## src/verilog/capture_pkg.sv

```systemverilog
// Behaviour
// - Each pin event latches the selected 16-bit timer count.
// - Timer select set picks the second timer, clear the third.
// - The per-interrupt field interrupts every 1st to 4th capture.
// - A read-only overflow flag is set and cleared by hardware.
// - A read-only not-empty bit shows a capture remains unread.
// - Captures are kept in a four-entry FIFO of 16-bit values.
// - Mode 111 is a rising-edge wake source only in sleep or idle.
// - Modes 000 and 110 disable the channel and perform no captures.
// - Mode 101 captures every 16th rising edge, mode 100 every 4th.
// - Mode 011 captures rising edges and mode 010 falling edges.
// - Mode 001 captures on both edges and interrupts on every capture.
// - With stop-in-idle set the channel stops capturing in idle; mode 111 still wakes on rising edges.
// - A pin event can wake the device from sleep and idle.
// - Unimplemented control bits read as zero.
package capture_pkg;

   // ****************************************************************
   // Register map, byte addresses on the APB.
   // ****************************************************************
   localparam logic [7:0] ctrl_addr   = 8'h00;
   localparam logic [7:0] value_addr  = 8'h04;
   localparam logic [7:0] status_addr = 8'h08;
   localparam logic [7:0] mask_addr   = 8'h0c;

   // ****************************************************************
   // Control field layout.
   // ****************************************************************
   localparam int sidl_bit  = 13;
   localparam int tsel_bit  = 7;
   localparam int ici_lo    = 5;
   localparam int ov_bit    = 4;
   localparam int bne_bit   = 3;
   localparam logic [15:0] ctrl_wmask = 16'h20e7;

   localparam logic [2:0] mode_off   = 3'h0;
   localparam logic [2:0] mode_both  = 3'h1;
   localparam logic [2:0] mode_fall  = 3'h2;
   localparam logic [2:0] mode_rise  = 3'h3;
   localparam logic [2:0] mode_div4  = 3'h4;
   localparam logic [2:0] mode_div16 = 3'h5;
   localparam logic [2:0] mode_wake  = 3'h7;

   localparam logic [3:0] div4_last  = 4'h3;
   localparam logic [3:0] div16_last = 4'hf;

   // Status bits: 0 capture interrupt, 1 overflow, 2 wake event.
   localparam int num_events = 3;
   localparam int ev_cap  = 0;
   localparam int ev_ovf  = 1;
   localparam int ev_wake = 2;

   localparam int fifo_depth = 4;
   localparam int ptr_w      = 2;

   typedef struct packed {
      logic [15:0] data;
      logic        push;
      logic        pop;
   } fifo_req_t;

endpackage : capture_pkg

```

## src/verilog/input_capture_channel.sv

```systemverilog
// Local design decisions: the register offsets and register access over APB.
`timescale 1ns/100ps
`default_nettype none
module input_capture_channel (
   input  wire logic        clk,
   input  wire logic        sys_rst,
   input  wire logic        psel,
   input  wire logic        penable,
   input  wire logic        pwrite,
   input  wire logic [7:0]  paddr,
   input  wire logic [31:0] pwdata,
   output logic [31:0]      prdata,
   output logic             pready,
   output logic             pslverr,
   input  wire logic        capture_input_pin,
   input  wire logic [15:0] second_timer_count,
   input  wire logic [15:0] third_timer_count,
   input  wire logic        cpu_idle,
   input  wire logic        cpu_sleep,
   output logic             irq,
   output logic             wake_req
);
   // ****************************************************************
   // State.
   // ****************************************************************
   typedef struct packed {
      logic [2:0]  pin_sync;
      logic [15:0] ctrl;
      logic [3:0]  presc;
      logic [1:0]  int_cnt;
      logic        ovf;
      logic [capture_pkg::num_events-1:0] status;
      logic [capture_pkg::num_events-1:0] mask;
      logic [31:0] rdata;
      logic        ready;
      logic        err;
      logic        irq;
      logic        wake;
   } chan_state_t;

   chan_state_t          s_q;
   chan_state_t          s_d;
   capture_pkg::fifo_req_t fifo_req;
   logic [15:0]          fifo_head;
   logic                 fifo_ne;
   logic                 fifo_full;

   logic [2:0]  mode;
   logic        halted;
   logic        rise;
   logic        fall;
   logic        event_hit;
   logic        presc_wrap;
   logic [3:0]  presc_last;
   logic        setup;
   logic        wr_ctrl;
   logic        rd_value;
   logic        int_hit;
   logic [15:0] ctrl_view;
   logic [capture_pkg::num_events-1:0] ev;

   capture_fifo u_fifo (
      .clk       (clk),
      .sys_rst   (sys_rst),
      .req       (fifo_req),
      .head      (fifo_head),
      .not_empty (fifo_ne),
      .full      (fifo_full)
   );

   // ****************************************************************
   // Edge detection and event qualification.
   // ****************************************************************
   // Only the second and third sync stages feed the edge detector, so a
   // metastable first stage never reaches any logic.
   always_comb begin
      mode   = s_q.ctrl[2:0];
      halted = s_q.ctrl[capture_pkg::sidl_bit] && cpu_idle;
      rise   = s_q.pin_sync[1] && !s_q.pin_sync[2];
      fall   = !s_q.pin_sync[1] && s_q.pin_sync[2];
      presc_last = (mode == capture_pkg::mode_div16) ?
                   capture_pkg::div16_last : capture_pkg::div4_last;
      presc_wrap = rise && (s_q.presc == presc_last);
      case (mode)
         capture_pkg::mode_both:  event_hit = rise || fall;
         capture_pkg::mode_fall:  event_hit = fall;
         capture_pkg::mode_rise:  event_hit = rise;
         capture_pkg::mode_div4,
         capture_pkg::mode_div16: event_hit = presc_wrap;
         default:                 event_hit = 1'b0;
      endcase
      if (halted) begin
         event_hit = 1'b0;
      end
   end

   // ****************************************************************
   // APB decode. Zero wait states; unmapped addresses answer an error.
   // ****************************************************************
   always_comb begin
      setup    = psel && !penable;
      wr_ctrl  = setup && pwrite && (paddr == capture_pkg::ctrl_addr);
      rd_value = setup && !pwrite && (paddr == capture_pkg::value_addr);
      ctrl_view = s_q.ctrl & capture_pkg::ctrl_wmask;
      ctrl_view[capture_pkg::ov_bit]  = s_q.ovf;
      ctrl_view[capture_pkg::bne_bit] = fifo_ne;
   end

   // ****************************************************************
   // Next state.
   // ****************************************************************
   always_comb begin
      s_d = s_q;
      s_d.pin_sync = {s_q.pin_sync[1:0], capture_input_pin};

      // Capture the selected timer into the FIFO.
      fifo_req.data = s_q.ctrl[capture_pkg::tsel_bit] ?
                      second_timer_count : third_timer_count;
      fifo_req.push = event_hit;
      fifo_req.pop  = rd_value;

      // Prescaler counts rising edges in the divided modes only.
      if (halted) begin
         s_d.presc = s_q.presc;
      end else if (mode == capture_pkg::mode_div4 ||
                   mode == capture_pkg::mode_div16) begin
         if (presc_wrap) begin
            s_d.presc = '0;
         end else if (rise) begin
            s_d.presc = s_q.presc + 4'h1;
         end
      end else begin
         s_d.presc = '0;
      end

      // Interrupt rate; both-edge mode interrupts on every capture.
      int_hit = 1'b0;
      if (event_hit) begin
         if (mode == capture_pkg::mode_both ||
             s_q.int_cnt == s_q.ctrl[capture_pkg::ici_lo +: 2]) begin
            int_hit   = 1'b1;
            s_d.int_cnt = '0;
         end else begin
            s_d.int_cnt = s_q.int_cnt + 2'h1;
         end
      end

      // Overflow is hardware set; it clears once the buffer drains.
      if (event_hit && fifo_full) begin
         s_d.ovf = 1'b1;
      end else if (!fifo_ne) begin
         s_d.ovf = 1'b0;
      end

      // Wake: rising edge in sleep or idle when in wake mode, any capture in sleep or idle.
      s_d.wake = (mode == capture_pkg::mode_wake && rise &&
                  (cpu_sleep || cpu_idle)) ||
                 (event_hit && (cpu_sleep || cpu_idle));

      ev = '0;
      ev[capture_pkg::ev_cap]  = int_hit;
      ev[capture_pkg::ev_ovf]  = event_hit && fifo_full;
      ev[capture_pkg::ev_wake] = s_d.wake;

      // Register writes; a new mode restarts the counters.
      if (wr_ctrl) begin
         s_d.ctrl = pwdata[15:0] & capture_pkg::ctrl_wmask;
         s_d.int_cnt = '0;
         s_d.presc = '0;
      end
      if (setup && pwrite && paddr == capture_pkg::mask_addr) begin
         s_d.mask = pwdata[capture_pkg::num_events-1:0];
      end
      // Write one to clear, but a new event in the same cycle wins.
      s_d.status = s_q.status;
      if (setup && pwrite && paddr == capture_pkg::status_addr) begin
         s_d.status = s_q.status & ~pwdata[capture_pkg::num_events-1:0];
      end
      s_d.status = s_d.status | ev;

      // Read data is prepared in setup and shown in the access phase.
      s_d.ready = setup;
      s_d.err   = 1'b0;
      s_d.rdata = '0;
      if (setup) begin
         case (paddr)
            capture_pkg::ctrl_addr:   s_d.rdata = {16'h0000, ctrl_view};
            capture_pkg::value_addr:  s_d.rdata = pwrite ? 32'h0 :
                                                  {16'h0000, fifo_head};
            capture_pkg::status_addr: s_d.rdata = {29'h0, s_q.status};
            capture_pkg::mask_addr:   s_d.rdata = {29'h0, s_q.mask};
            default:                  s_d.err   = 1'b1;
         endcase
      end
      s_d.irq = |(s_d.status & s_d.mask);
   end

   always_ff @(posedge clk) begin
      if (sys_rst) begin
         s_q <= '0;
      end else begin
         s_q <= s_d;
      end
   end

   // ****************************************************************
   // Outputs, all from flip-flops.
   // ****************************************************************
   assign prdata   = s_q.rdata;
   assign pready   = s_q.ready;
   assign pslverr  = s_q.err;
   assign irq      = s_q.irq;
   assign wake_req = s_q.wake;

   // ****************************************************************
   // Checks.
   // ****************************************************************
   sel_timer_a: assert property (@(posedge clk) disable iff (sys_rst)
      event_hit && !fifo_full && !s_q.ctrl[capture_pkg::tsel_bit]
      |-> fifo_req.data == third_timer_count)
      else $error("wrong timer captured");
   off_mode_a: assert property (@(posedge clk) disable iff (sys_rst)
      (mode == capture_pkg::mode_off || mode == 3'h6) |-> !event_hit)
      else $error("capture in disabled mode");
   rise_mode_a: assert property (@(posedge clk) disable iff (sys_rst)
      mode == capture_pkg::mode_rise && !halted && rise |-> event_hit)
      else $error("rising edge not captured");
   fall_mode_a: assert property (@(posedge clk) disable iff (sys_rst)
      mode == capture_pkg::mode_fall && !halted && fall |-> event_hit)
      else $error("falling edge not captured");
   idle_halt_a: assert property (@(posedge clk) disable iff (sys_rst)
      s_q.ctrl[capture_pkg::sidl_bit] && cpu_idle |-> !event_hit)
      else $error("capture while halted");
   ovf_set_a: assert property (@(posedge clk) disable iff (sys_rst)
      event_hit && fifo_full |=> s_q.ovf)
      else $error("overflow not flagged");
   bne_read_a: assert property (@(posedge clk) disable iff (sys_rst)
      s_q.ready && !s_q.err && s_q.rdata[31:16] == 16'h0 &&
      $past(paddr) == capture_pkg::ctrl_addr && $past(setup) && !$past(pwrite)
      |-> s_q.rdata[capture_pkg::bne_bit] == $past(fifo_ne))
      else $error("not-empty bit wrong");
   rsvd_zero_a: assert property (@(posedge clk) disable iff (sys_rst)
      (s_q.ctrl & ~capture_pkg::ctrl_wmask) == 16'h0)
      else $error("reserved bit set");
   wake_mode_a: assert property (@(posedge clk) disable iff (sys_rst)
      mode == capture_pkg::mode_wake && rise && cpu_sleep |=> wake_req)
      else $error("wake not raised");
   every_int_a: assert property (@(posedge clk) disable iff (sys_rst)
      event_hit && s_q.ctrl[capture_pkg::ici_lo +: 2] == 2'b00 |=>
      s_q.status[capture_pkg::ev_cap])
      else $error("interrupt missed");
endmodule : input_capture_channel
`default_nettype wire

```

## src/verilog/capture_fifo.sv

```systemverilog
`timescale 1ns/100ps
`default_nettype none
module capture_fifo (
   input  wire logic                  clk,
   input  wire logic                  sys_rst,
   input  wire capture_pkg::fifo_req_t req,
   output logic [15:0]                head,
   output logic                       not_empty,
   output logic                       full
);
   typedef struct packed {
      logic [capture_pkg::fifo_depth-1:0][15:0] mem;
      logic [capture_pkg::ptr_w-1:0]            rd;
      logic [capture_pkg::ptr_w-1:0]            wr;
      logic [capture_pkg::ptr_w:0]              cnt;
   } fifo_state_t;

   fifo_state_t s_q;
   fifo_state_t s_d;
   logic        do_push;
   logic        do_pop;

   // Push is refused when full; the caller flags that as overflow.
   always_comb begin
      do_push = req.push && !full;
      do_pop  = req.pop && not_empty;
      s_d = s_q;
      if (do_push) begin
         s_d.mem[s_q.wr] = req.data;
         s_d.wr = s_q.wr + 1'b1;
      end
      if (do_pop) begin
         s_d.rd = s_q.rd + 1'b1;
      end
      s_d.cnt = s_q.cnt + {2'b00, do_push} - {2'b00, do_pop};
   end

   always_ff @(posedge clk) begin
      if (sys_rst) begin
         s_q <= '0;
      end else begin
         s_q <= s_d;
      end
   end

   assign head      = s_q.mem[s_q.rd];
   assign not_empty = (s_q.cnt != '0);
   assign full      = (s_q.cnt == 3'(capture_pkg::fifo_depth));

   // Occupancy never exceeds the depth.
   fifo_bound_a: assert property (@(posedge clk) disable iff (sys_rst)
      s_q.cnt <= 3'(capture_pkg::fifo_depth))
      else $error("fifo count above depth");
endmodule : capture_fifo
`default_nettype wire

```

## config.mk

```make
export PLATFORM = sky130hd
export DESIGN_NAME = input_capture_channel
export DESIGN_NICKNAME = d
export VERILOG_FILES = /design/src/verilog/capture_pkg.sv /design/src/verilog/input_capture_channel.sv /design/src/verilog/capture_fifo.sv
export SDC_FILE = /design/constraint.sdc
export NUM_CORES = 1
export LEC_CHECK = 0
export BUFFER_PORTS_ARGS = -buffer_cell sky130_fd_sc_hd__buf_4
export CAP_MARGIN = 5
export CORE_UTILIZATION = 54
export DETAILED_ROUTE_END_ITERATION = 10
export PLACE_DENSITY = 0.87
export SKIP_LAST_GASP = 1
export SYNTH_ARGS = -nofsm -noshare
export SYNTH_HDL_FRONTEND = slang
export SYNTH_SLANG_ARGS = --single-unit
```

## constraint.sdc

```tcl
create_clock -name clk -period 3.8 [get_ports clk]
set_input_delay 0.38 -clock clk [delete_from_list [all_inputs] [get_ports clk]]
set_output_delay 0.38 -clock clk [all_outputs]
set_load 0.01 [all_outputs]
```

# --- Yosys cells after proc, flatten, opt, wreduce, memory -nomap -nowiden ---
# Index checks and enable logic that the tools add are counted.
totals:
  in_bits: 80
  reg_bits: 130
  elab_cells: 106
  out_inout_bits: 36
classes:
  addsub: 6
  order_cmp: 3
  mux: 22
  bitwise: 6
  eq_ne: 14
  n_reduce_logical: 36
ops:
  columns: ["op", "n"]
  rows:
  - ["bitwise mux 64 bit", 1]
  - ["two-way mux 16 bit", 4]
  - ["case mux 16 bit (4 select lines)", 1]
  - ["binary-select mux 16 bit (select 2 bit)", 1]
  - ["demux 16 bit (select 2 bit)", 1]
  - ["logical AND 1 bit", 18]
  - ["== test 8 x 4 -> 1 bit (second input constant)", 2]
  - ["two-way mux 4 bit", 4]
  - ["== test 3 bit (second input constant)", 4]
  - ["== test 8 x 3 -> 1 bit (second input constant)", 1]
  - ["logical NOT 8 bit", 1]
  - ["adder 2 x 1 -> 2 bit (second input constant)", 3]
  - ["AND 3 bit", 2]
  - ["== test 3 x 2 -> 1 bit (second input constant)", 2]
  - ["< comparator 2 x 3 -> 1 bit (second input constant)", 2]
  - ["two-way mux 1 bit", 6]
  - ["two-way mux 3 bit", 2]
  - ["OR reduction 2 bit", 3]
  - ["logical NOT 1 bit", 5]
  - ["logical OR 1 bit", 5]
  - ["adder 4 x 1 -> 4 bit (second input constant)", 1]
  - ["== test 4 bit", 1]
  - ["case mux 1 bit (4 select lines)", 1]
  - ["OR reduction 4 bit", 1]
  - ["other kinds (14)", 15]

# --- Logic depth before layout (Yosys ltp) ---
# Gate-level depths: netlist of run 1.
logic_depth:
  ltp_word: 11
  ltp_mapped: 11
  ltp_nobuf: 10

# --- By module ---
# Synthesis of run 1 repeated with hierarchy kept, for this count alone.
unflattened:
  hier_cells: 547
  area_unflattened_um2: 5632.9
by_module_without_submodules:
  columns: ["mod", "cells_each", "instances", "area_each_um2"]
  rows:
  - ["capture_fifo", 291, 1, 3340.7]
  - ["input_capture_channel", 256, 1, 2292.2]

# --- Worst setup path before layout of run 1 ---
# Ideal clock, no wire load.
synth_timing:
  path_type: "input -> register"
  from: "input port paddr[5]"
  to: "register u_fifo.s_q[1] (netlist bit)"
  setup_time_ns: 0.127
  stages: 9
  path_buffers: 1
  slack_ns: 1.217
  required_ns: 3.673
  t_arrival_ns: 2.455
  cell_sequence: "nor4_1 > and4_1 > buf_1 > nor3b_1 > ha_1 > inv_1 > ha_1 > fa_1 > nor2b_1"
synth_rtl:
  columns: ["element", "line_no", "text"]
  rows:
  - ["from (decl)", "input_capture_channel.sv:10", "input wire logic [7:0] paddr,"]
  - ["to (signal assigned)", "capture_fifo.sv:40", "s_q <= '0;"]
  - ["to (signal assigned)", "capture_fifo.sv:42", "s_q <= s_d;"]
  - ["to (decl)", "capture_fifo.sv:18", "fifo_state_t s_q;"]

# --- Worst setup path after layout of run 1 ---
layout_timing:
  from: "register s_q[67] (netlist bit)"
  to: "register u_fifo.s_q[2] (netlist bit)"
layout_via:
  elab_chain_cells: 8
layout_rtl:
  columns: ["element", "line_no", "text"]
  rows:
  - ["from (decl)", "input_capture_channel.sv:41", "chan_state_t s_q;"]
  - ["from (signal assigned)", "input_capture_channel.sv:200", "s_q <= '0;"]
  - ["from (signal assigned)", "input_capture_channel.sv:202", "s_q <= s_d;"]
  - ["logical NOT 1 bit", "input_capture_channel.sv:79", "rise = s_q.pin_sync[1] && !s_q.pin_sync[2];"]
  - ["logical AND 1 bit", "input_capture_channel.sv:79", null]
  - ["logical AND 1 bit / logical OR 1 bit (equally long branches)", "input_capture_channel.sv:83, input_capture_channel.sv:85", null]
  - ["case mux 1 bit (4 select lines) *", "input_capture_channel.sv:84", "case (mode)"]
  - ["two-way mux 1 bit *", "input_capture_channel.sv:92", "if (halted) begin"]
  - ["logical AND 1 bit *", "capture_fifo.sv:25", "do_push = req.push && !full;"]
  - ["via u_fifo.do_push", "capture_fifo.sv:20", "logic do_push;"]
  - ["adder 3 x 1 -> 3 bit *", "capture_fifo.sv:35", "s_d.cnt = s_q.cnt + {2'b00, do_push} - {2'b00, do_pop};"]
  - ["subtractor 3 x 1 -> 3 bit *", "capture_fifo.sv:35", null]
# The timed path passes the listed nets; every way through them passes the cells marked *.
# A chain may end at the register's enable or synchronous reset.

==> impl_metrics.env, run 1 <==
export IMPL_antenna_violating_nets_post_route=0
export IMPL_post_dp_hpwl_mm=6.84
export IMPL_firstDrtPassIters=5
export IMPL_cts_hold_buffers_added=0
export IMPL_fin_tns_setup_ns=0
export IMPL_timing_critical_path_fanout_max=14
export IMPL_route_detailed_vias_per_inst=5.82
export IMPL_drt_iter0_markers=294
export IMPL_result_of_the_run="finished, final reports clean"
export IMPL_floorplan_io_pins=116
export IMPL_clk_latency_ns=0.51
export IMPL_worst_ep_arrival_time_ns=3.11
export IMPL_tritoncts="built"
export IMPL_vias_in_the_first_global_route=3860
export IMPL_largest_net_degree_at_the_start_of_global_routing=92
export IMPL_number_of_clock_sinks_seen_by_cts=114
export IMPL_yosys_most_used_dff="dfxtp_1"
export IMPL_kind_of_start_point_of_the_critical_path="flop"
export IMPL_numPortBuffers=74
export IMPL_antenna_found_initial=0
export IMPL_drv_max_cap_violation_count=0
export IMPL_max_clock_freq_mhz=362
export IMPL_max_slew_worst_pin_slew_ns=1.04
export IMPL_clockBufferDepth=2
export IMPL_areal_power_density_over_the_cells_nw_per_um2=482
export IMPL_drc_errors=0
export IMPL_finalPower_mw=2.96
export IMPL_ys_seq_elements=114
export IMPL_p_leak_nw=2.33
export IMPL_grt_overflow_total=0
export IMPL_finalWeightedCongestion=0.825
export IMPL_initial_utilization=0.554
export IMPL_final_setup_viol_count=0
export IMPL_synth_yosys_seq_area_share=0.448
export IMPL_route_vias_total=3962
export IMPL_die_width_um=99.1
export IMPL_design_die_area_um2=9820
export IMPL_num_antenna_cells=0
export IMPL_slew_viol_final=0
export IMPL_yosysUniqueCellTypes=50
export IMPL_layout_area_seq_um2=2280
export IMPL_layout_commonest_cell="dfxtp_1"
export IMPL_max_vdd_ir_drop_uv=280
export IMPL_rsz0062_at_grt="false"
export IMPL_final_fill_count=653
export IMPL_postSynthCellCount=510
export IMPL_timing_hold_violations_final=0
export IMPL_totalWireLength_mm=11.5
export IMPL_fraction_of_registers_with_async_set_or_reset_after_synthesis=0
export IMPL_synth_avg_cell_area_um2=9.99
export IMPL_max_slew_margin_vs_limit=0.306
export IMPL_holdCritPathClass="input port to flop"
export IMPL_cts_clk_slew_worst_paths_ns=0.06
export IMPL_syn_area_um2=5090
export IMPL_timing_worst_setup_path_type="flop to flop"
export IMPL_finClkSkew_ns=0.0106
export IMPL_multi_input_area_um2=2430
export IMPL_area_growth_pct=20.5
export IMPL_synth_enable_flop_cells=0
export IMPL_cts_inserted_buffers=17
export IMPL_cts_max_level=4
export IMPL_post_cts_resized_instances=0
export IMPL_grt_first_pass_wirelength_mm=18.6
export IMPL_worstSetupEndpointType="flop"
export IMPL_final_period_utilization=0.727
export IMPL_drive_gt1_frac=0.253
export IMPL_post_cts_setup_buffers=0
export IMPL_cp_required_ns=4.14
export IMPL_grt_use_total=0.243
export IMPL_final_cell_mix="114 x dfxtp_1, 99 x nor2_1, 82 x buf_4, 66 x a211oi_1, 26 x mux2i_1"
export IMPL_drt_wirelength_per_cell_um=16.9
export IMPL_finish_net_count=647
export IMPL_floorplan_die_height_um=99.1
export IMPL_placeableCoreArea_um2=9200
export IMPL_minimum_period_implied_by_the_final_worst_setup_slack_ns=2.76
export IMPL_ys_warnings_count=0
export IMPL_clockRootBuffer="clkbuf_8"
export IMPL_floorplan_rows=35
export IMPL_final_hold_worst_slack_ns=0.0504
==> path summary, 6_finish.rpt <==
check | start | slack, ns | end | cells after the start
setup / recovery | s_q[67]$_SDFF_PP0_ | 1.04 | u_fifo.s_q[2]$_SDFF_PP0_ | 10
hold / removal | sys_rst | 0.05 | pready$_SDFF_PP0_ | 2
setup reg to reg | s_q[67]$_SDFF_PP0_ | 1.04 | u_fifo.s_q[2]$_SDFF_PP0_ | 10
hold reg to reg | s_d[66]$_SDFF_PP0_ | 0.44 | s_d[67]$_SDFF_PP0_ | 1
==> synthesized netlist by cell type (2+ instances only) <==
library cell | n | area share
mux2i_1 | 26 | 0.051
dfxtp_1 | 114 | 0.45
mux2_2 | 3 | 0.0066
nand4_1 | 3 | 0.0037
clkbuf_1 | 25 | 0.018
o21ai_0 | 5 | 0.0049
nor4_1 | 2 | 0.0025
a222oi_1 | 3 | 0.0059
and3_1 | 7 | 0.0086
nor2_1 | 99 | 0.073
inv_1 | 11 | 0.0081
a32o_1 | 5 | 0.0098
buf_2 | 8 | 0.0079
nor2b_1 | 6 | 0.0074
a21oi_1 | 6 | 0.0059
xnor2_1 | 7 | 0.012
buf_1 | 2 | 0.0015
mux4_2 | 16 | 0.071
nor3b_4 | 4 | 0.015
nand2_1 | 9 | 0.0066
buf_4 | 32 | 0.047
o2bb2ai_1 | 2 | 0.0034
nand3_1 | 2 | 0.0020
and2b_2 | 2 | 0.0034
ha_1 | 9 | 0.022
a211oi_1 | 66 | 0.097
nor3_1 | 6 | 0.0059
xor2_1 | 3 | 0.0052
nand2b_1 | 6 | 0.0074
==> worst max-delay path, cell delays in order (launching register included) <==
cell     delay, ns
dfxtp_1       0.33
inv_1         0.04
ha_1          0.23
and2b_2       0.21
o21ai_0       0.13
a32oi_4       0.58
nor2_1        0.19
ha_1          0.26
fa_1          0.38
xnor2_1       0.19
nor2_1        0.07
==> registers in the layout, summed over array words and instances (netlist names) <==
signal,cells
ctrl_view,8
prdata,16
s_q,13
s_d,2
pready,1
wake_req,1
u_fifo.s_q,71
irq,1
pslverr,1
==> power by group <==
part	switching, mW	internal, mW
Clock	0.573	1.09
Combinational	0.0521	0.0465
Sequential	0.000732	1.20
Total	0.626	2.33
==> layout make-up <==
| cell class | count | share of cell area |
|---|---|---|
| Inverter | 11 | 0.00673 |
| Clock inverter | 14 | 0.0328 |
| Multi-Input combinational cell | 331 | 0.396 |
| Clock buffer | 18 | 0.0697 |
| Timing Repair Buffer | 82 | 0.100 |
| Sequential cell | 114 | 0.372 |
| Tap cell | 111 | 0.0226 |
==> metal layers <==
layer	GRT usage	vias to the layer above	routed length, µm
met3	0.0583	19	756
li1	-	1866	-
met4	0.0826	0	146
met5	0	-	0
met1	0.300	1895	4770
met2	0.418	182	5870
==> per-stage QoR <==
stage	cell area (µm²)	cells	utilization	setup WS, ns
2_1_floorplan	5150	525	-	1.22
3_3_place_gp	5510	649	0.599	0.926
3_5_place_dp	5510	649	0.599	0.888
4_1_cts	6140	681	0.667	1.02
5_1_grt	6140	681	0.667	0.838
6_report	6140	681	0.667	1.04
==> logic make-up (layout without fill, tap and decap cells) <==
kind of cell	after synthesis	in the layout	synth area share
compound gates	93	93	0.141
xor+xnor	10	10	0.0172
fa+ha+maj	10	10	0.0260
buf+inv	80	125	0.0862
flops	114	114	0.448
mux	45	45	0.128
other cells	1	16	0.000736
simple gates	157	157	0.152
No activity file was read; power rests on OpenSTA's default activity.
==> run 2, diff against run 1 <==
==> constraint.sdc (replaced) <==
create_clock -name clk -period 2.9 [get_ports clk]
set_input_delay 0.29 -clock clk [delete_from_list [all_inputs] [get_ports clk]]
set_output_delay 0.29 -clock clk [all_outputs]
set_load 0.01 [all_outputs]
==> run 2 against run 1 <==
- non-clock buffer count grew 5
- largest power group unchanged
- global-route usage grew 0.75 points
- utilization grew 0.57 points
- worst setup slack lost 0.68 ns
- clock-buffer cell count shrank 1
- clock skew shrank 0.0022 ns
- first-iteration DRC count grew 1.7%
- sequential share of layout area shrank 0.32 points
- critical endpoint is now u_fifo.s_q[42]$_SDFFE_PP0P_
- flip-flop and latch count is the same
- combinational power grew 33%
- via count grew 1.6%
==> impl_metrics.env, run 2 (synthesis gave the netlist of run 1 again) <==
export IMPL_floorplan_rows=35
export IMPL_crit_path_from="s_q[67]$_SDFF_PP0_"
export IMPL_timing_worst_setup_path_type="flop to flop"
export IMPL_placedCellCount=653
export IMPL_design_die_area_um2=9820
export IMPL_antenna_violating_nets_post_route=0
export IMPL_timing_critical_path_fanout_max=32
export IMPL_numPortBuffers=74
export IMPL_p_leak_nw=2.37
export IMPL_firstDrtPassIters=5
export IMPL_die_width_um=99.1
export IMPL_drc_errors=0
export IMPL_area_growth_pct=21.5
export IMPL_holdCritPathClass="input port to flop"
export IMPL_crit_path_end="u_fifo.s_q[42]$_SDFFE_PP0P_"
export IMPL_clk_latency_ns=0.51
export IMPL_fin_tns_setup_ns=0
export IMPL_drv_max_cap_violation_count=0
export IMPL_max_clock_freq_mhz=393
export IMPL_final_non_filler_cell_total=685
export IMPL_placeableCoreArea_um2=9200
export IMPL_largest_net_degree_at_the_start_of_global_routing=78
export IMPL_worst_r2r_setup_slack_ns=0.36
export IMPL_worstSetupEndpointType="flop"
export IMPL_layout_commonest_cell="dfxtp_1"
export IMPL_initial_utilization=0.554
export IMPL_areal_power_density_over_the_cells_nw_per_um2=638
export IMPL_clockRootBuffer="clkbuf_8"
export IMPL_vias_in_the_first_global_route=3869
export IMPL_timing_hold_violations_final=0
export IMPL_largest_reg_flops=71
export IMPL_final_cell_mix="114 x dfxtp_1, 99 x nor2_1, 86 x buf_4, 66 x a211oi_1, 26 x mux2i_1"
export IMPL_cp_required_ns=3.31
export IMPL_route_detailed_vias_per_inst=5.88
export IMPL_final_setup_viol_count=0
export IMPL_clockBufferDepth=2
export IMPL_finalWeightedCongestion=0.808
export IMPL_drt_iter0_markers=299
export IMPL_minimum_period_implied_by_the_final_worst_setup_slack_ns=2.54
export IMPL_reg2regPathDepth=10
export IMPL_route_vias_total=4026
export IMPL_kind_of_start_point_of_the_critical_path="flop"
export IMPL_post_cts_resized_instances=0
export IMPL_grt_overflow_total=0
export IMPL_tritoncts="built"
export IMPL_grt_use_total=0.251
export IMPL_final_period_utilization=0.877
export IMPL_drive_gt1_frac=0.256
export IMPL_num_antenna_cells=0
export IMPL_max_slew_margin_vs_limit=0.475
export IMPL_largest_register="u_fifo.s_q"
export IMPL_grt_first_pass_wirelength_mm=19.0
export IMPL_floorplan_io_pins=116
export IMPL_holdPathStages=3
export IMPL_cts_max_level=4
export IMPL_max_vdd_ir_drop_uv=285
export IMPL_floorplan_die_height_um=99.1
export IMPL_worst_ep_arrival_time_ns=2.95
export IMPL_totalWireLength_mm=11.7
export IMPL_finClkSkew_ns=0.00847
export IMPL_result_of_the_run="finished, final reports clean"
export IMPL_final_fill_count=634
export IMPL_rsz0062_at_grt="false"
export IMPL_cts_inserted_buffers=17
export IMPL_drt_wirelength_per_cell_um=17.1
export IMPL_antenna_found_initial=0
export IMPL_max_slew_worst_pin_slew_ns=0.787
export IMPL_post_dp_hpwl_mm=7.06
export IMPL_finish_net_count=652
export IMPL_worstReg2RegEnd="u_fifo.s_q[42]$_SDFFE_PP0P_"
export IMPL_cts_clk_slew_worst_paths_ns=0.06
export IMPL_slew_viol_final=0
export IMPL_number_of_clock_sinks_seen_by_cts=114
export IMPL_r2r_start="s_q[67]$_SDFF_PP0_"
run 2: power by group:
part | internal, mW | switching (mW)
Combinational | 0.0618 | 0.0689
Clock | 1.49 | 0.756
Sequential | 1.57 | 0.00108
Total | 3.12 | 0.826
run 2: final cells by class:
class / count / area (µm²) / share of cell area
Clock inverter: 14 / 228 / 0.0368
Tap cell: 111 / 139 / 0.0224
Sequential cell: 114 / 2280 / 0.369
Multi-Input combinational cell: 331 / 2430 / 0.392
Clock buffer: 17 / 414 / 0.0669
Inverter: 11 / 41.3 / 0.00667
Timing Repair Buffer: 87 / 656 / 0.106
run 2: metrics by stage:
step	instance area [µm²]	hold WS (ns)	setup slack [ns]	utilization	total power, mW
after detailed placement	5540	0.453	0.367	0.602	1.73
after global routing	6190	0.0260	0.231	0.673	4.05
final	6190	0.0335	0.358	0.673	3.95
after global placement	5540	0.436	0.442	0.602	1.73
after CTS	6190	0.0145	0.374	0.673	3.96
after floorplan	5150	0.374	0.407	-	1.68
run 2: what timing repair did:
action,4_1_cts,5_1_grt
endpoints found under the hold margin,1,0
hold buffers,1,0
buffers inserted,0,0
endpoints found under the setup margin,0,0
run 2: how the worst min path moves through the flow:
stage                                  start                    endpoint  slack (ns)
final                             pwdata[13]  ctrl_view[13]$_SDFFE_PP0P_        0.03
after global routing               pwdata[0]   ctrl_view[0]$_SDFFE_PP0P_        0.03
after CTS                         pwdata[13]  ctrl_view[13]$_SDFFE_PP0P_        0.01
after detailed placement  s_d[66]$_SDFF_PP0_          s_d[67]$_SDFF_PP0_        0.45
after global placement    s_d[66]$_SDFF_PP0_          s_d[67]$_SDFF_PP0_        0.44
after floorplan                      sys_rst           pready$_SDFF_PP0_        0.37
run 2: worst max-delay path, cell delays in order (launching register included):
cell	delay, ns
dfxtp_1	0.34
inv_1	0.05
ha_1	0.27
and2b_2	0.18
o21ai_0	0.30
a32oi_4	0.09
buf_4	0.23
nor3b_4	0.20
buf_4	0.36
nor2_1	0.14
a211oi_1	0.27
run 2: routing by layer:
metal	routed length [µm]	part of all wire	track usage
met3	800	0.068	0.0625
met5	0	0	0
met2	5900	0.50	0.428
met4	268	0.023	0.103
met1	4760	0.41	0.304
==> run 3, diff against run 2 <==
--- a/config.mk
+++ b/config.mk
@@ -9,7 +9,7 @@
 export CAP_MARGIN = 5
 export CORE_UTILIZATION = 54
 export DETAILED_ROUTE_END_ITERATION = 10
-export PLACE_DENSITY = 0.87
+export PLACE_DENSITY_LB_ADDON = 0.25
 export SKIP_LAST_GASP = 1
 export SYNTH_ARGS = -nofsm -noshare
 export SYNTH_HDL_FRONTEND = slang
==> run 3 against run 2 <==
- combinational power is essentially flat
- clock power decreased by 8%
- sequential share of layout area is 0.20 points higher
- die area did not move
- first-iteration DRC count shrank 20%
- wire length shrank 7.3%
- clock-buffer cell count rose by 2
- final cell count increased by 0.44%
- sequential power hardly changed
- clock skew is 0.00083 ns higher
- via count decreased by 3.7%
- highest routed layer unchanged
==> impl_metrics.env, run 3 (synthesis gave the netlist of run 1 again) <==
export IMPL_timing_worst_setup_path_type="flop to flop"
export IMPL_highest_layer="met4"
export IMPL_p_leak_nw=2.35
export IMPL_max_vdd_ir_drop_uv=305
export IMPL_slew_viol_final=0
export IMPL_minimum_period_implied_by_the_final_worst_setup_slack_ns=2.52
export IMPL_largest_net_degree_at_the_start_of_global_routing=79
export IMPL_post_dp_hpwl_mm=6.88
export IMPL_result_of_the_run="finished, final reports clean"
export IMPL_finalWeightedCongestion=0.826
export IMPL_clk_latency_ns=0.52
export IMPL_design_die_area_um2=9820
export IMPL_cp_required_ns=3.27
export IMPL_clockRootBuffer="clkbuf_8"
export IMPL_antenna_violating_nets_post_route=0
export IMPL_worst_ep_arrival_time_ns=2.89
export IMPL_cts_max_level=4
export IMPL_grt_first_pass_wirelength_mm=17.8
export IMPL_worstSetupEndpointType="flop"
export IMPL_timing_critical_path_fanout_max=10
export IMPL_max_slew_worst_pin_slew_ns=0.815
export IMPL_route_vias_total=3878
export IMPL_floorplan_rows=35
export IMPL_drc_errors=0
export IMPL_routedLengthMet1_mm=4.94
export IMPL_firstDrtPassIters=6
export IMPL_area_growth_pct=20.8
export IMPL_grt_overflow_total=0
export IMPL_layout_commonest_cell="dfxtp_1"
export IMPL_timing_hold_violations_final=0
export IMPL_final_period_utilization=0.870
export IMPL_clockBufferDepth=2
export IMPL_numPortBuffers=74
export IMPL_finish_utilization=0.669
export IMPL_finalPower_mw=3.76
export IMPL_layout_area_seq_um2=2280
export IMPL_drt_iter0_markers=238
export IMPL_totalWireLength_mm=10.9
export IMPL_cts_inserted_buffers=17
export IMPL_wl_met2_mm=5.24
export IMPL_areal_power_density_over_the_cells_nw_per_um2=612
export IMPL_grt_use_total=0.234
export IMPL_drv_max_cap_violation_count=0
export IMPL_route_detailed_vias_per_inst=5.64
export IMPL_number_of_clock_sinks_seen_by_cts=114
export IMPL_finish_net_count=654
export IMPL_layout_cell_area_non_filler_um2=6150
export IMPL_final_cell_mix="114 x dfxtp_1, 99 x nor2_1, 87 x buf_4, 66 x a211oi_1, 26 x mux2i_1"
export IMPL_antenna_found_initial=0
export IMPL_placement_cell_area_um2=5540
export IMPL_largest_reg_flops=71
export IMPL_floorplan_io_pins=116
export IMPL_die_width_um=99.1
export IMPL_vias_in_the_first_global_route=3689
export IMPL_drt_wirelength_per_cell_um=15.8
export IMPL_drive_gt1_frac=0.256
export IMPL_kind_of_start_point_of_the_critical_path="flop"
export IMPL_final_hold_worst_slack_ns=0.0251
export IMPL_initial_utilization=0.554
export IMPL_floorplan_die_height_um=99.1
export IMPL_max_clock_freq_mhz=396
export IMPL_preCtsSetupSlack_ns=0.365
export IMPL_placeableCoreArea_um2=9200
export IMPL_max_slew_margin_vs_limit=0.456
export IMPL_wl_met3_um=538
export IMPL_fin_tns_setup_ns=0
export IMPL_rsz0062_at_grt="false"
export IMPL_holdCritPathClass="input port to flop"
export IMPL_fin_ws_ns=0.376
export IMPL_num_antenna_cells=0
export IMPL_final_setup_viol_count=0
export IMPL_final_fill_count=687
export IMPL_cts_clk_slew_worst_paths_ns=0.05
export IMPL_largest_register="u_fifo.s_q"
export IMPL_multi_input_area_um2=2430
export IMPL_final_non_filler_cell_total=688
export IMPL_placedCellCount=654
export IMPL_finClkSkew_ns=0.00930
export IMPL_tritoncts="built"
==> run 3: cell types whose count changed in the layout (fill, tap and decap cells not counted), moves of 2 or more <==
cell	change
clkinv_4	-4
bufinv_16	-2
clkinvlp_4	+2
clkinv_2	+4
==> run 3: critical path: stages (launching register included) <==
cell and delay, ns:
dfxtp_1 0.33, inv_1 0.05, ha_1 0.22, and2b_2 0.21, o21ai_0 0.14, a32oi_4 0.41
nor2_1 0.18, ha_1 0.25, fa_1 0.38, xnor2_1 0.16, nor2_1 0.05
==> run 3: report_power, final <==
part	internal, mW	switching, mW	total (mW)
clock	1.33	0.734	2.06
combinational	0.0626	0.0678	0.130
sequential	1.57	0.00106	1.57
==> run 3: final timing paths <==
| path | start | to | slack (ns) | cells after the start |
|---|---|---|---|---|
| max | s_q[67]$_SDFF_PP0_ | u_fifo.s_q[2]$_SDFF_PP0_ | 0.38 | 10 |
| max reg2reg | s_q[67]$_SDFF_PP0_ | u_fifo.s_q[2]$_SDFF_PP0_ | 0.38 | 10 |
| min reg2reg | s_d[66]$_SDFF_PP0_ | s_d[67]$_SDFF_PP0_ | 0.45 | 1 |
| min | pwdata[5] | ctrl_view[5]$_SDFFE_PP0P_ | 0.03 | 3 |
==> run 3: what timing repair did <==
item | in CTS | in global routing
buffers inserted | 0 | 0
endpoints found under the setup margin | 0 | 0
hold endpoints to repair | 2 | 0
gates resized for setup | 0 | 0
hold buffers | 2 | 0
==> run 3: final cells by class <==
| class | instances | share of cell area |
|---|---|---|
| Tap cell | 111 | 0.0226 |
| Sequential cell | 114 | 0.371 |
| Multi-Input combinational cell | 331 | 0.395 |
| Timing Repair Buffer | 89 | 0.109 |
| Clock buffer | 19 | 0.0701 |
| Inverter | 11 | 0.00671 |
| Clock inverter | 13 | 0.0258 |
==> run 3: layer usage <==
metal / GRT usage / vias up
met4: 0.0803 / 0
met3: 0.0555 / 13
met1: 0.303 / 1849
met5: 0 / -
li1: - / 1888
met2: 0.387 / 128
